### src/hw/ctrl_port_regs.vh
// Purpose: Constants shared by the codec control port and its receive FIFO.
// Assumes: Included by its bare name from every design file that needs it.
// Notes: Definitions only; no logic lives here.
`ifndef CTRL_PORT_REGS_VH
`define CTRL_PORT_REGS_VH

// Seven-bit two-wire bus slave address.
`define DEV_ADDR 7'h18
// Byte width and FIFO depth on the data path.
`define BYTE_W 8
`define FIFO_DEPTH 16
`define FIFO_AW 4
// Bit counter values.
`define BIT_LAST 3'h7
`define BIT_ZERO 3'h0
// Two-wire bus states.
`define TW_IDLE 3'h0
`define TW_ADDR 3'h1
`define TW_AACK 3'h2
`define TW_WRX 3'h3
`define TW_WACK 3'h4
`define TW_RTX 3'h5
`define TW_RACK 3'h6
// Reset value for a byte register.
`define BYTE_ZERO 8'h00

`endif

### src/hw/byte_fifo.v
// Purpose: Flip-flop FIFO with valid and ready on both sides.
// Assumes: One clock, synchronous active-high reset.
// Notes: Full and empty are exact; a write and a read may share a cycle.
`timescale 1ns/10ps
`include "ctrl_port_regs.vh"

module byte_fifo #(
  parameter WIDTH = `BYTE_W,
  parameter DEPTH = `FIFO_DEPTH,
  parameter AW = `FIFO_AW
) (
  input wire mclk,
  input wire rst,
  input wire [WIDTH-1:0] in_data,
  input wire in_valid,
  output wire in_ready,
  output wire [WIDTH-1:0] out_data,
  output wire out_valid,
  input wire out_ready
);

  reg [WIDTH-1:0] mem [0:DEPTH-1];
  reg [AW-1:0] wr_ptr;
  reg [AW-1:0] rd_ptr;
  reg [AW:0] count;
  wire do_wr;
  wire do_rd;

  // Handshakes and honest status flags.
  assign in_ready = (count != DEPTH[AW:0]);
  assign out_valid = (count != {(AW+1){1'b0}});
  assign out_data = mem[rd_ptr];
  assign do_wr = in_valid & in_ready;
  assign do_rd = out_valid & out_ready;

  // Storage is written at the write pointer.
  always @(posedge mclk) begin
    if (do_wr) begin
      mem[wr_ptr] <= in_data;
    end
  end

  // Pointers and fill count.
  always @(posedge mclk) begin
    if (rst) begin
      wr_ptr <= {AW{1'b0}};
      rd_ptr <= {AW{1'b0}};
      count <= {(AW+1){1'b0}};
    end else begin
      if (do_wr) begin
        wr_ptr <= wr_ptr + 1'b1;
      end
      if (do_rd) begin
        rd_ptr <= rd_ptr + 1'b1;
      end
      if (do_wr & ~do_rd) begin
        count <= count + 1'b1;
      end else if (do_rd & ~do_wr) begin
        count <= count - 1'b1;
      end
    end
  end

endmodule // byte_fifo

### src/hw/codec_host_control_port.v
// Purpose: Serial control port of the codec, four-wire or two-wire slave.
// Assumes: mclk at 40 MHz, far faster than the host serial clock.
// Notes: Received bytes go to a FIFO; reply bytes come from the user side.
`timescale 1ns/10ps
`include "ctrl_port_regs.vh"

// Contract
// - Strap high selects four-wire slave, strap low selects two-wire slave.
// - Shared clock, data, output and input pins follow the strap.
// - Four-wire mode uses select pin as slave select, clock idles low.
// - Full duplex: one byte out on master-in per byte in.
// - Two-wire mode answers only address 0011000.
// - Two-wire lines are only pulled low or released.
module codec_host_control_port (
  input wire mclk,
  input wire rst,
  input wire spi_select,
  input wire scl_ss_in,
  output reg scl_out,
  output reg scl_oe,
  input wire sclk_in,
  input wire sda_mosi_in,
  output reg sda_out,
  output reg sda_oe,
  output reg miso_out,
  output reg miso_oe,
  input wire general_purpose_input_pin,
  output reg general_purpose_output_pin,
  output reg [`BYTE_W-1:0] rx_data,
  output reg rx_valid,
  input wire rx_ready,
  input wire [`BYTE_W-1:0] tx_data,
  output reg tx_taken,
  output reg busy
);

  // ****************************************************************
  // Pin synchronisers
  // ****************************************************************
  reg [2:0] sel_s;
  reg [2:0] ss_s;
  reg [2:0] ck_s;
  reg [2:0] dt_s;
  reg [2:0] sck_s;
  reg sel;
  reg ss;
  reg ck;
  reg dt;
  reg sck;
  reg sck_prev;
  reg ck_prev;
  reg dt_prev;

  // Three stages per pin; a level counts once stages two and three agree.
  always @(posedge mclk) begin
    if (rst) begin
      sel_s <= 3'h0;
      ss_s <= 3'h7;
      ck_s <= 3'h7;
      dt_s <= 3'h7;
      sck_s <= 3'h0;
      sel <= 1'b0;
      ss <= 1'b1;
      ck <= 1'b1;
      dt <= 1'b1;
      sck <= 1'b0;
      sck_prev <= 1'b0;
      ck_prev <= 1'b1;
      dt_prev <= 1'b1;
    end else begin
      sel_s <= {sel_s[1:0], spi_select};
      ss_s <= {ss_s[1:0], scl_ss_in};
      ck_s <= {ck_s[1:0], scl_ss_in};
      dt_s <= {dt_s[1:0], sda_mosi_in};
      sck_s <= {sck_s[1:0], sclk_in};
      if (sel_s[1] == sel_s[2]) sel <= sel_s[2];
      if (ss_s[1] == ss_s[2]) ss <= ss_s[2];
      if (ck_s[1] == ck_s[2]) ck <= ck_s[2];
      if (dt_s[1] == dt_s[2]) dt <= dt_s[2];
      if (sck_s[1] == sck_s[2]) sck <= sck_s[2];
      sck_prev <= sck;
      ck_prev <= ck;
      dt_prev <= dt;
    end
  end

  // ****************************************************************
  // Receive FIFO
  // ****************************************************************
  reg [`BYTE_W-1:0] push_data;
  reg push;
  wire push_ready;
  wire [`BYTE_W-1:0] fifo_data;
  wire fifo_valid;
  wire pop;

  // The user side drains through the output register.
  assign pop = fifo_valid & (~rx_valid | rx_ready);

  byte_fifo #(.WIDTH(`BYTE_W), .DEPTH(`FIFO_DEPTH), .AW(`FIFO_AW)) u_fifo (
    .mclk(mclk),
    .rst(rst),
    .in_data(push_data),
    .in_valid(push),
    .in_ready(push_ready),
    .out_data(fifo_data),
    .out_valid(fifo_valid),
    .out_ready(pop)
  );

  // Output register in front of the user.
  always @(posedge mclk) begin
    if (rst) begin
      rx_data <= `BYTE_ZERO;
      rx_valid <= 1'b0;
    end else if (pop) begin
      rx_data <= fifo_data;
      rx_valid <= 1'b1;
    end else if (rx_ready) begin
      rx_valid <= 1'b0;
    end
  end

  // ****************************************************************
  // Serial engine
  // ****************************************************************
  wire sck_rise = sck & ~sck_prev;
  wire sck_fall = ~sck & sck_prev;
  wire ck_rise = ck & ~ck_prev;
  wire ck_fall = ~ck & ck_prev;
  wire tw_start = ck & ck_prev & dt_prev & ~dt;
  wire tw_stop = ck & ck_prev & ~dt_prev & dt;
  reg [`BYTE_W-1:0] shift_in;
  reg [`BYTE_W-1:0] shift_out;
  reg [2:0] bit_cnt;
  reg [2:0] tw_state;
  reg sda_low;
  reg nack_byte;
  reg have_byte;

  // Both protocols share the shifters; the strap picks which one runs.
  always @(posedge mclk) begin
    if (rst) begin
      shift_in <= `BYTE_ZERO;
      shift_out <= `BYTE_ZERO;
      bit_cnt <= `BIT_ZERO;
      tw_state <= `TW_IDLE;
      sda_low <= 1'b0;
      nack_byte <= 1'b0;
      have_byte <= 1'b0;
      push <= 1'b0;
      push_data <= `BYTE_ZERO;
      tx_taken <= 1'b0;
      miso_out <= 1'b0;
    end else begin
      push <= 1'b0;
      tx_taken <= 1'b0;
      if (sel) begin
        tw_state <= `TW_IDLE;
        sda_low <= 1'b0;
        if (ss) begin
          bit_cnt <= `BIT_ZERO;
          shift_out <= {tx_data[`BYTE_W-2:0], 1'b0};
          miso_out <= tx_data[`BYTE_W-1];
        // sample on rising edge, CPOL 0
        end else if (sck_rise) begin
          shift_in <= {shift_in[`BYTE_W-2:0], dt};
          bit_cnt <= bit_cnt + 1'b1;
          if (bit_cnt == `BIT_LAST) begin
            push_data <= {shift_in[`BYTE_W-2:0], dt};
            push <= push_ready;
            tx_taken <= 1'b1;
          end
        end else if (sck_fall) begin
          if (bit_cnt == `BIT_ZERO) begin
            shift_out <= {tx_data[`BYTE_W-2:0], 1'b0};
            miso_out <= tx_data[`BYTE_W-1];
          end else begin
            shift_out <= {shift_out[`BYTE_W-2:0], 1'b0};
            miso_out <= shift_out[`BYTE_W-1];
          end
        end
      end else if (tw_start) begin
        tw_state <= `TW_ADDR;
        bit_cnt <= `BIT_ZERO;
        have_byte <= 1'b0;
        sda_low <= 1'b0;
      end else if (tw_stop) begin
        tw_state <= `TW_IDLE;
        sda_low <= 1'b0;
      end else begin
        case (tw_state)
          `TW_ADDR, `TW_WRX: begin
            if (ck_rise) begin
              shift_in <= {shift_in[`BYTE_W-2:0], dt};
              bit_cnt <= bit_cnt + 1'b1;
              if (bit_cnt == `BIT_LAST) have_byte <= 1'b1;
            end else if (ck_fall && have_byte) begin
              // Eight bits in: decide on acknowledge; the flag keeps a zero byte valid.
              have_byte <= 1'b0;
              if (tw_state == `TW_ADDR) begin
                if (shift_in[`BYTE_W-1:1] == `DEV_ADDR) begin
                  sda_low <= 1'b1;
                  tw_state <= `TW_AACK;
                  nack_byte <= shift_in[0];
                end else begin
                  tw_state <= `TW_IDLE;
                end
              end else begin
                push_data <= shift_in;
                push <= push_ready;
                sda_low <= push_ready;
                tw_state <= `TW_WACK;
              end
            end
          end
          `TW_AACK, `TW_WACK: begin
            if (ck_fall) begin
              shift_in <= `BYTE_ZERO;
              if (tw_state == `TW_AACK && nack_byte) begin
                shift_out <= {tx_data[`BYTE_W-2:0], 1'b0};
                sda_low <= ~tx_data[`BYTE_W-1];
                tx_taken <= 1'b1;
                tw_state <= `TW_RTX;
              end else begin
                sda_low <= 1'b0;
                tw_state <= `TW_WRX;
              end
            end
          end
          `TW_RTX: begin
            if (ck_rise) begin
              bit_cnt <= bit_cnt + 1'b1;
            end else if (ck_fall) begin
              if (bit_cnt == `BIT_ZERO) begin
                sda_low <= 1'b0;
                tw_state <= `TW_RACK;
              end else begin
                sda_low <= ~shift_out[`BYTE_W-1];
                shift_out <= {shift_out[`BYTE_W-2:0], 1'b0};
              end
            end
          end
          `TW_RACK: begin
            // A high bit from the master ends the read.
            if (ck_rise) begin
              nack_byte <= ~dt;
            end else if (ck_fall) begin
              if (nack_byte) begin
                shift_out <= {tx_data[`BYTE_W-2:0], 1'b0};
                sda_low <= ~tx_data[`BYTE_W-1];
                tx_taken <= 1'b1;
                tw_state <= `TW_RTX;
              end else begin
                tw_state <= `TW_IDLE;
              end
            end
          end
          default: begin
            tw_state <= `TW_IDLE;
          end
        endcase
      end
    end
  end

  // ****************************************************************
  // Shared pin assignment
  // ****************************************************************
  // Pin roles follow the strap; two-wire drivers only pull low.
  always @(posedge mclk) begin
    if (rst) begin
      scl_out <= 1'b0;
      scl_oe <= 1'b0;
      sda_out <= 1'b0;
      sda_oe <= 1'b0;
      miso_oe <= 1'b0;
      general_purpose_output_pin <= 1'b0;
      busy <= 1'b0;
    end else begin
      scl_oe <= 1'b0;
      sda_oe <= ~sel & sda_low;
      miso_oe <= sel & ~ss;
      general_purpose_output_pin <= sel ? general_purpose_input_pin : 1'b0;
      busy <= sel ? ~ss : (tw_state != `TW_IDLE);
    end
  end

endmodule // codec_host_control_port

### config.mk
export PLATFORM = sky130hd
export DESIGN_NAME = codec_host_control_port
export DESIGN_NICKNAME = d
export VERILOG_FILES = /design/src/hw/byte_fifo.v /design/src/hw/codec_host_control_port.v
export VERILOG_INCLUDE_DIRS = /design/src /design/src/hw
export SDC_FILE = /design/constraint.sdc
export NUM_CORES = 1
export LEC_CHECK = 0
export BUFFER_PORTS_ARGS = -buffer_cell sky130_fd_sc_hd__buf_2
export CAP_MARGIN = 30
export CORE_UTILIZATION = 47
export DETAILED_ROUTE_END_ITERATION = 7
export PLACE_DENSITY = 0.62
export RECOVER_POWER = 100
export SYNTH_ARGS = -nofsm -noshare
export SYNTH_HDL_FRONTEND = slang
export SYNTH_SLANG_ARGS = --single-unit
### constraint.sdc
create_clock -name mclk -period 3 [get_ports mclk]
set_input_delay 0.15 -clock mclk [delete_from_list [all_inputs] [get_ports mclk]]
set_output_delay 0.15 -clock mclk [all_outputs]
set_load 0.1 [all_outputs]
# --- After elaboration in Yosys (flattened, before gate mapping) ---
# Memories as Yosys holds them, arrays and structs flattened. A register that Yosys moved wholly into a read port is not among the register bits.
# Index checks and enable logic that the tools add are counted.
totals:
  register_bits: 77
  ramBits: 128
  inputBits: 16
  output_inout_bits: 18
  word_cells: 277
  mem_count: 1
classes:
  add_sub_neg: 5
  eq_ne: 58
  mux: 114
  n_bitwise: 32
  n_reduce_logical: 34
mem_list:
  columns: ["memory", "depth", "word_bits", "read_ports", "rd_clocked_by_memory_dff", "write_ports", "line", "source"]
  rows:
  - ["u_fifo.mem", 16, 8, 1, 1, 1, "byte_fifo.v:22", "reg [WIDTH-1:0] mem [0:DEPTH-1];"]
op_table:
  columns: ["op", "count"]
  rows:
  - ["8-bit 2-to-1 mux", 32]
  - ["1-bit 2-to-1 mux", 55]
  - ["3-bit 2-to-1 mux", 18]
  - ["2-bit inequality test (second input constant)", 19]
  - ["3-bit inequality test (second input constant)", 12]
  - ["4-bit inequality test (second input constant)", 8]
  - ["8-bit one-hot mux with 3 select lines", 1]
  - ["9-bit AND reduction", 2]
  - ["1-bit bitwise AND", 16]
  - ["8-bit one-hot mux with 2 select lines", 1]
  - ["8-bit AND reduction", 2]
  - ["1-bit inverter", 15]
  - ["3-bit nonzero test", 5]
  - ["2-bit nonzero test", 7]
  - ["13-bit AND reduction", 1]
  - ["3-bit == test (second input constant)", 4]
  - ["3-bit one-hot mux with 4 select lines", 1]
  - ["5-bit 2-to-1 mux", 2]
  - ["10-bit AND reduction", 1]
  - ["3-bit by 1-bit inequality test with 1-bit output (second input constant)", 3]
  - ["4-bit by 1-bit adder with 4-bit output (second input constant)", 2]
  - ["4-bit nonzero test", 2]
  - ["2-bit OR reduction", 4]
  - ["7-bit by 5-bit == test with 1-bit output (second input constant)", 1]
  - ["other kinds (21)", 29]

# --- Depth between registers and ports, before layout ---
# Gate-level depths: netlist of the first run.
logic_depth:
  word_depth: 9
  ltp_mapped: 11
  depth_no_buf: 10

# --- Cells and area by module ---
# From an unflattened synthesis of the first run, not the netlist that was laid out.
unflattened:
  hier_cells: 657
  hier_area_um2: 8818.5
modules_own_cells:
  columns: ["mod", "instances", "cells_each", "area_per_inst_um2", "seq_area_each_um2"]
  rows:
  - ["byte_fifo", 1, 311, 5761.8, 4184.0]
  - ["codec_host_control_port", 1, 346, 3056.7, 1341.3]

# --- Least setup slack after synthesis of the first run ---
# Ideal clock, no wire load.
synth_path:
  path_type: "register to register"
  start: "register rx_valid"
  end: "register u_fifo.count[4]"
  setup_ns: 0.070
  arrival_ns: 2.950
  required_ns: 2.930
  path_slack_ns: -0.021
  path_stages_with_launch: 12
  path_buffers: 1
  synth_period_minus_slack_ns: 3.021
  cell_sequence: "dfxtp_1 -> nand2b_1 -> o21ai_1 -> buf_4 -> ha_1 -> inv_1 -> fa_1 -> a21o_1 -> a21oi_1 -> xnor2_1 -> or3_1 -> a21oi_1"
synth_between:
  elab_chain_len: 7
  elab_cells_between_ends: 9
  classes_between: "mux (1); bitwise (7); reduce/logical (1)"
synth_rtl:
  columns: ["item", "line", "source"]
  rows:
  - ["start, declared", "codec_host_control_port.v:30", "output reg rx_valid,"]
  - ["start signal, assigned", "codec_host_control_port.v:115", "rx_valid <= 1'b0;"]
  - ["start signal, assigned", "codec_host_control_port.v:118", "rx_valid <= 1'b1;"]
  - ["start signal, assigned", "codec_host_control_port.v:120", "rx_valid <= 1'b0;"]
  - ["1-bit inverter *", "codec_host_control_port.v:98", "assign pop = fifo_valid & (~rx_valid | rx_ready);"]
  - ["1-bit bitwise OR *", "codec_host_control_port.v:98", null]
  - ["1-bit bitwise AND *", "codec_host_control_port.v:98", null]
  - ["1-bit bitwise AND *", "byte_fifo.v:34", "assign do_rd = out_valid & out_ready;"]
  - ["1-bit inverter", "byte_fifo.v:56", "if (do_wr & ~do_rd) begin"]
  - ["1-bit bitwise AND", "byte_fifo.v:56", null]
  - ["5-bit 2-to-1 mux or 2-bit nonzero test (tied branches)", null, null]
  - ["end signal, assigned", "byte_fifo.v:48", "count <= {(AW+1){1'b0}};"]
  - ["end signal, assigned", "byte_fifo.v:57", "count <= count + 1'b1;"]
  - ["end signal, assigned", "byte_fifo.v:59", "count <= count - 1'b1;"]
  - ["end, declared", "byte_fifo.v:25", "reg [AW:0] count;"]
# Mark *: on every way between the ends. The rest lies on a longest branch, timed or not.
# A chain may end at the register's enable or synchronous reset.

# --- Worst setup path in the final report of the first run ---
layout_path:
  start: "register u_fifo.count[0]"
  end: "register u_fifo.count[4]"
layout_between:
  elab_chain_len: 6
  elab_cells_between_ends: 14
  classes_between: "add/sub (2); eq/ne (1); mux (2); bitwise (7); reduce/logical (2)"
layout_rtl:
  columns: ["item"]
  rows:
  - ["parallel branches: the longest is 6 deep, another holds 5-bit by 1-bit subtractor with 5-bit output"]
# Parallel ways; which one is timed is not known. The select of a mux whose other input is x is not followed.

==> run metrics, run 1 <==
status completed; cell count of the worst reg-to-reg path 10; die area 0.01950 mm^2; post-route setup TNS 0 ns; CTS tree yes; Largest stage delay, worst path 0.58 ns; total gr overflow 0; crit path launch type register; Worst EP required 3.42 ns; clock skew 0.01342 ns; fin crit share 93.46%; most common cell after layout, fill and taps aside edfxtp_1; most frequent cells in the layout edfxtp_1, dfxtp_1, nor2_1; TritonCTS Buffers 23; fin. max-slew vios 0; Synth warnings 0; 1st-pass router iterations 5; Core ar. 0.01827 mm^2; chip width 139.7 um; Async SR Flop Fraction 0%; f_max 356.7 MHz; Final Wtd Congestion 0.8642; RSZ-0062 raised after global routing no; Netlist Area Pre-Place 0.008906 mm^2; Compound-Gate Fraction of Synth Area 11.04%; nets@finish 708; Synth Area in Adders 1.911%; IO Count 34; Power Density 611.6 mW/mm^2; largest family of logic cells by synthesized area multiplexers; worst-path cell chain or4_1 > o21ai_2 > ha_1 > inv_1 > fa_2 > a21o_1 > a21oi_1 > xnor2_1 > or3_1 > a21oi_1; synthesized instance count 649; final setup violating endpoints 0; crit path max fanout 5; fin crit period 2.804 ns; headroom to the max-slew limit 21.28%; initial antenna violation count 0; register area 0.005448 mm^2; detailed placer's ending HPWL 11340 um; Via density 5.700; setup slack, reg-to-reg 0.20 ns; leakage power 0.003424 uW; sequential area share after synthesis 61.14%; Max clock buf depth 3; multi-input logic area 0.003110 mm^2; CP max stage cell or4_1; clock sink count 208; H-Tree Depth 1; largest net degree at the start of global routing 36; vias in the first global route 5294; Worst-Skew Late Latency 0.50 ns; multiplexer share of the synthesized area 11.49%; Port Buffers 30; Hold Path Stages 3; Final ANT Viol Nets 0; count of state elements after synthesis 208; DRC Markers 0; Initial DRC Count 333; Root Driver clkbuf_16; Crit path arrival time 3.23 ns; Most used DFF post-synth edfxtp_1; global-route wire length before repair 28080 um; Layout area overhead 12.17%; Final Hold Fails 0; Total GRT Usage 18.34%; WL final 17640 um; die height 139.7 um; post-synthesis xor/xnor area fraction 1.264%; FILL cells 1513; Wirelength per Cell 19.09 um; cell area after layout 0.009990 mm^2; critical path type reg -> reg; cell mode on critical path a21oi_1; worst min-delay path category in -> reg; Slew @ Worst Pin 1.186 ns; synth unique cells 73; Worst setup EP type register; Cell Rows 49; Diodes inserted 0; dpl cell area 0.009194 mm^2; share of cells above drive strength 1 17.70%; Initial Util 48.75%; clk slew on worst S/H paths 0.06 ns; VDD IR max 0.4499 mV; Vias 5267; simple-gate share of the synthesized area 9.497%; synthesized area per cell 13.72 um^2; max_cap viols 0; Post-synth EDFFs 128
## flip-flops by register name, summed over array words and instances, names as in the netlist, 3 cells and up
| signal | count |
|---|---|
| tw_state | 3 |
| bit_cnt | 3 |
| shift_out | 7 |
| u_fifo.count | 5 |
| dt_s | 3 |
| push_data | 8 |
| sck_s | 3 |
| u_fifo.rd_ptr | 4 |
| u_fifo.wr_ptr | 4 |
| u_fifo.mem | 128 |
| ss_s | 3 |
| shift_in | 8 |
| rx_data | 8 |
| sel_s | 3 |
## worst max-delay path: cells and delay by family, from the launching register on
kind / cells / cell delay, ns
xor gates and xnor gates: 1 / 0.09
DFF: 1 / 0.37
buffers and inverters: 1 / 0.12
AOI/OAI and AO/OA: 4 / 0.64
and+or+nand+nor: 2 / 0.88
adders and majority gates: 2 / 0.63
## layer usage
metal	wire length [um]	up-vias	GRT usage, %
li1	-	2507	-
met1	7562	2612	23.13
met4	396	0	5.321
met5	0	-	0
met3	768	31	2.546
met2	8910	117	32.85
## worst paths after layout
path	from	to
worst max-delay path	u_fifo.count[0]	u_fifo.count[4]
worst min-delay path	tx_data[6]	shift_out[7]
worst max register to register	u_fifo.count[0]	u_fifo.count[4]
worst min register to register	dt_s[0]	dt_s[1]
## power breakdown
group	internal, uW	switching (uW)	leakage [uW]
Sequential	3010	3.81	0.00183
Combinational	24.2	44.8	0.00118
Clock	1930	1100	0.000408
## synth_stat cells, types with 7 or more instances
cell type | instances | area, um^2
o21ai_0 | 8 | 40.04
o21ai_1 | 7 | 35.03
buf_2 | 13 | 65.06
nand2_1 | 17 | 63.81
a22oi_1 | 18 | 135.1
nand3_1 | 8 | 40.04
xnor2_1 | 7 | 61.31
or2_2 | 10 | 62.56
dfxtp_1 | 80 | 1602
a21oi_1 | 47 | 235.2
buf_4 | 12 | 90.09
nand2b_1 | 7 | 43.79
mux2i_1 | 28 | 280.3
nor2b_1 | 13 | 81.33
ha_1 | 12 | 150.1
nor2_1 | 62 | 232.7
a311oi_1 | 12 | 105.1
clkbuf_1 | 13 | 48.80
mux4_2 | 32 | 720.7
and2_1 | 12 | 75.07
edfxtp_1 | 128 | 3844
inv_1 | 9 | 33.78
nor3_1 | 7 | 35.03
## logic make-up after synthesis
family                   after synthesis
buffers and inverters                 59
AO/OA/AOI/OAI                        133
adder cells (fa/ha/maj)               13
AND/OR/NAND/NOR                      161
XOR/XNOR                              12
flip-flops                           208
other                                  1
multiplexers                          62
## what timing repair did
| action | in CTS | in global routing |
|---|---|---|
| gates resized for setup | 0 | 2 |
| endpoints found under the hold margin | 6 | 0 |
| hold buffers | 6 | 0 |
| setup endpoints to repair | 0 | 1 |
| buffers inserted | 0 | 0 |
## layout make-up
cell class	count	share of cell area, %
Sequential cell	208	54.53
Clock buffer	29	6.388
Multi-Input combinational cell	384	31.14
Inverter	12	0.4509
Tap cell	229	2.868
Timing Repair Buffer	50	2.756
Clock inverter	12	1.866
## per-stage QoR
stage	hold slack [ns]	utilization (%)	worst slack, ns	total power [uW]	instances
floorplan	0.2538	-	0.1307	3121	651
global placement	0.3348	50.32	0.2276	3134	877
detailed placement	0.3373	50.32	0.1259	3136	877
CTS	0.003238	55.16	0.1070	6156	924
global route	0.02297	54.68	0.003995	6276	924
finish	0.01569	54.68	0.1962	6109	924
Power figures use the tool's default switching activity.
==> run 2, diff against run 1 <==
--- a/config.mk
+++ b/config.mk
@@ -6,9 +6,12 @@
 export SDC_FILE = /design/constraint.sdc
 export NUM_CORES = 1
 export LEC_CHECK = 0
+export ABC_AREA = 1
+export ABC_CLOCK_PERIOD_IN_PS = 3000
 export BUFFER_PORTS_ARGS = -buffer_cell sky130_fd_sc_hd__buf_2
 export CAP_MARGIN = 30
 export CORE_UTILIZATION = 47
+export CTS_CLUSTER_DIAMETER = 150
 export DETAILED_ROUTE_END_ITERATION = 7
 export PLACE_DENSITY = 0.62
 export RECOVER_POWER = 100
==> run 2 against run 1 <==
The flow now finishes with violations (max-capacitance violations, max-slew violations). Maximum frequency rose by 15%. Synthesized area rose by 5.6%. Clock skew rose by 0.0021 ns. Count of clock-buffer cells in the layout rose by 2. Clock power fell by 11%. Sequential power rose by 14%. Critical path type unchanged. Highest routed layer unchanged.
==> run metrics, run 2 <==
placed cells 1330; RR Startpoint sel; Worst-Skew Late Latency 0.51 ns; critical path type reg -> reg; Synth top cells by count nand2_1, nor2_1, edfxtp_1, nand3_1, inv_1; DRC Markers 0; FILL cells 1851; leakage power 0.004488 uW; nets@finish 1125; headroom to the max-slew limit -2.810%; crit path max fanout 19; synthesized area per cell 8.756 um^2; global-route wire length before repair 33890 um; hold_sp tx_data[0]; RSZ-0062 raised after global routing no; total gr overflow 0; Diodes inserted 0; most frequent cells in the layout nand2_1, nor2_1, edfxtp_1; Crit. path cell count 7; chip width 143.5 um; Clk pwr share 29.7%; crit path launch type register; max_cap viols 1; Hold Path Stages 5; Most used DFF post-synth edfxtp_1; setup bufs post-CTS 0; critical path startpoint sel; sequential area share after synthesis 57.90%; CP max stage cell clkbuf_1; initial antenna violation count 0; 1st-pass router iterations 5; Netlist Area Pre-Place 0.009404 mm^2; VDD IR max 0.4013 mV; vias in the first global route 6347; largest net degree at the start of global routing 67; fin. max-slew vios 37; Post-CTS Resized 0; Final Wtd Congestion 0.8594; synthesized instance count 1074; Bufs and invs on worst path 2; die area 0.02058 mm^2; Initial Util 48.16%; die height 143.5 um; Wirelength per Cell 15.50 um; Root Driver clkbuf_16; fin util 53.37%; Worst EP required 3.40 ns; most common cell after layout, fill and taps aside nand2_1; Slew @ Worst Pin 1.542 ns; status complete, but fails checks; cell count of the worst reg-to-reg path 7; WL final 21360 um; worst min-delay path category in -> reg; final setup violating endpoints 0; Max clock buf depth 3; share of cells above drive strength 1 7.727%; Layout area overhead 10.82%; Synth warnings 0; synth unique cells 37; Most flops, register u_fifo.mem; clock sink count 208; clock skew 0.01550 ns; Flop pwr share 37.8%; cell-internal power 5593 uW; cell mode on critical path nand3_1; Final Hold Fails 0; Cell Rows 51; Final ANT Viol Nets 0; H-Tree Depth 1; IO Count 34; Largest stage delay, worst path 0.78 ns; Initial DRC Count 635; worst-path cell chain inv_1 > clkbuf_1 > nand3_1 > a21oi_2 > nand3_1 > nand2_1 > nor2_1; Power Density 873.1 mW/mm^2; share of the synthesized area in the top cell type 40.87%; Net Switching 3506 uW; Core ar. 0.01953 mm^2; Worst setup EP type register; clk slew on worst S/H paths 0.06 ns; count of state elements after synthesis 208; TritonCTS Buffers 23; Port Buffers 30; violated checks max-capacitance violations, max-slew violations; Vias 7083; cell family with most CP delay buffers and inverters; CTS tree yes; Crit path arrival time 2.84 ns; f_max 409.0 MHz; logic gate share of total power 32.5%; post-route setup TNS 0 ns; area leader, netlist edfxtp_1; Post-synth EDFFs 128; Area contributors post-synth edfxtp_1, dfxtp_1, nand2_1; fin crit share 81.49%; sw frac 38.53%; Via density 5.140; detailed placer's ending HPWL 13450 um; Hold Buf Count CTS 6; most frequent cell after synthesis nand2_1; Async SR Flop Fraction 0%; Non-Filler Instances 1378; fin crit period 2.445 ns; Total GRT Usage 21.38%; Largest register FFs 128
==> run 2: area by class of cell <==
| type | instances | area (um^2) | area share (%) |
|---|---|---|---|
| clock inverter | 11 | 95.09 | 0.9125 |
| tap | 265 | 331.6 | 3.182 |
| multi-input combinational | 727 | 3322 | 31.88 |
| clock buffer | 31 | 636.9 | 6.111 |
| inverter | 91 | 341.6 | 3.278 |
| sequential | 208 | 5445 | 52.25 |
| timing repair buffer | 45 | 249.0 | 2.389 |
==> run 2: layer usage <==
metal | vias up | track usage (%) | routed length (um)
met5 | - | 0 | 0
met4 | 0 | 7.111 | 589
met3 | 42 | 2.699 | 1127
met2 | 216 | 32.60 | 9445
met1 | 3269 | 31.41 | 10200
li1 | 3556 | - | -
==> run 2: cell families (layout without fill, tap and decap cells) <==
kind of cell | Yosys count | in the layout | share of synthesized area, %
other cells | 1 | 3 | 0.03988
buf+inv | 141 | 178 | 6.772
simple gates | 587 | 587 | 26.37
flops | 208 | 208 | 57.90
compound gates | 119 | 119 | 6.639
xor+xnor | 5 | 5 | 0.4657
fa+ha+maj | 13 | 13 | 1.809
==> run 2: final timing paths <==
kind	endpoint	slack (ns)
max	shift_out[7]	0.56
min	shift_out[1]	0.05
max reg2reg	shift_out[7]	0.56
min reg2reg	sck_s[1]	0.40
==> run 2: power by group through the flow <==
stage / combinational (uW) / sequential (uW) / clock [uW]
2_1_floorplan: 2070 / 3890 / 0
3_3_place_gp: 2960 / 3490 / 0
3_5_place_dp: 2980 / 3500 / 0
4_1_cts: 3000 / 3440 / 2760
5_1_grt: 3340 / 3470 / 2850
6_report: 2960 / 3440 / 2700
==> run 2: tightest hold or removal path, stage by stage <==
cell and delay, ns:
buf_2 0.10, o211ai_1 0.10, nand3_1 0.08, nand2_1 0.06, nor2_1 0.03
==> run 2: metrics by stage <==
| stage | instance area [um^2] | hold slack, ns | power [uW] | setup slack, ns |
|---|---|---|---|---|
| 2_1_floorplan | 9412 | 0.2538 | 5959 | 0.3759 |
| 3_5_place_dp | 9667 | 0.3357 | 6476 | 0.6377 |
| 5_1_grt | 10420 | 0.08088 | 9661 | 0.3840 |
| 4_1_cts | 10460 | 0.03348 | 9196 | 0.6250 |
| 3_3_place_gp | 9667 | 0.3387 | 6455 | 0.6855 |
| 6_report | 10420 | 0.05346 | 9099 | 0.5552 |
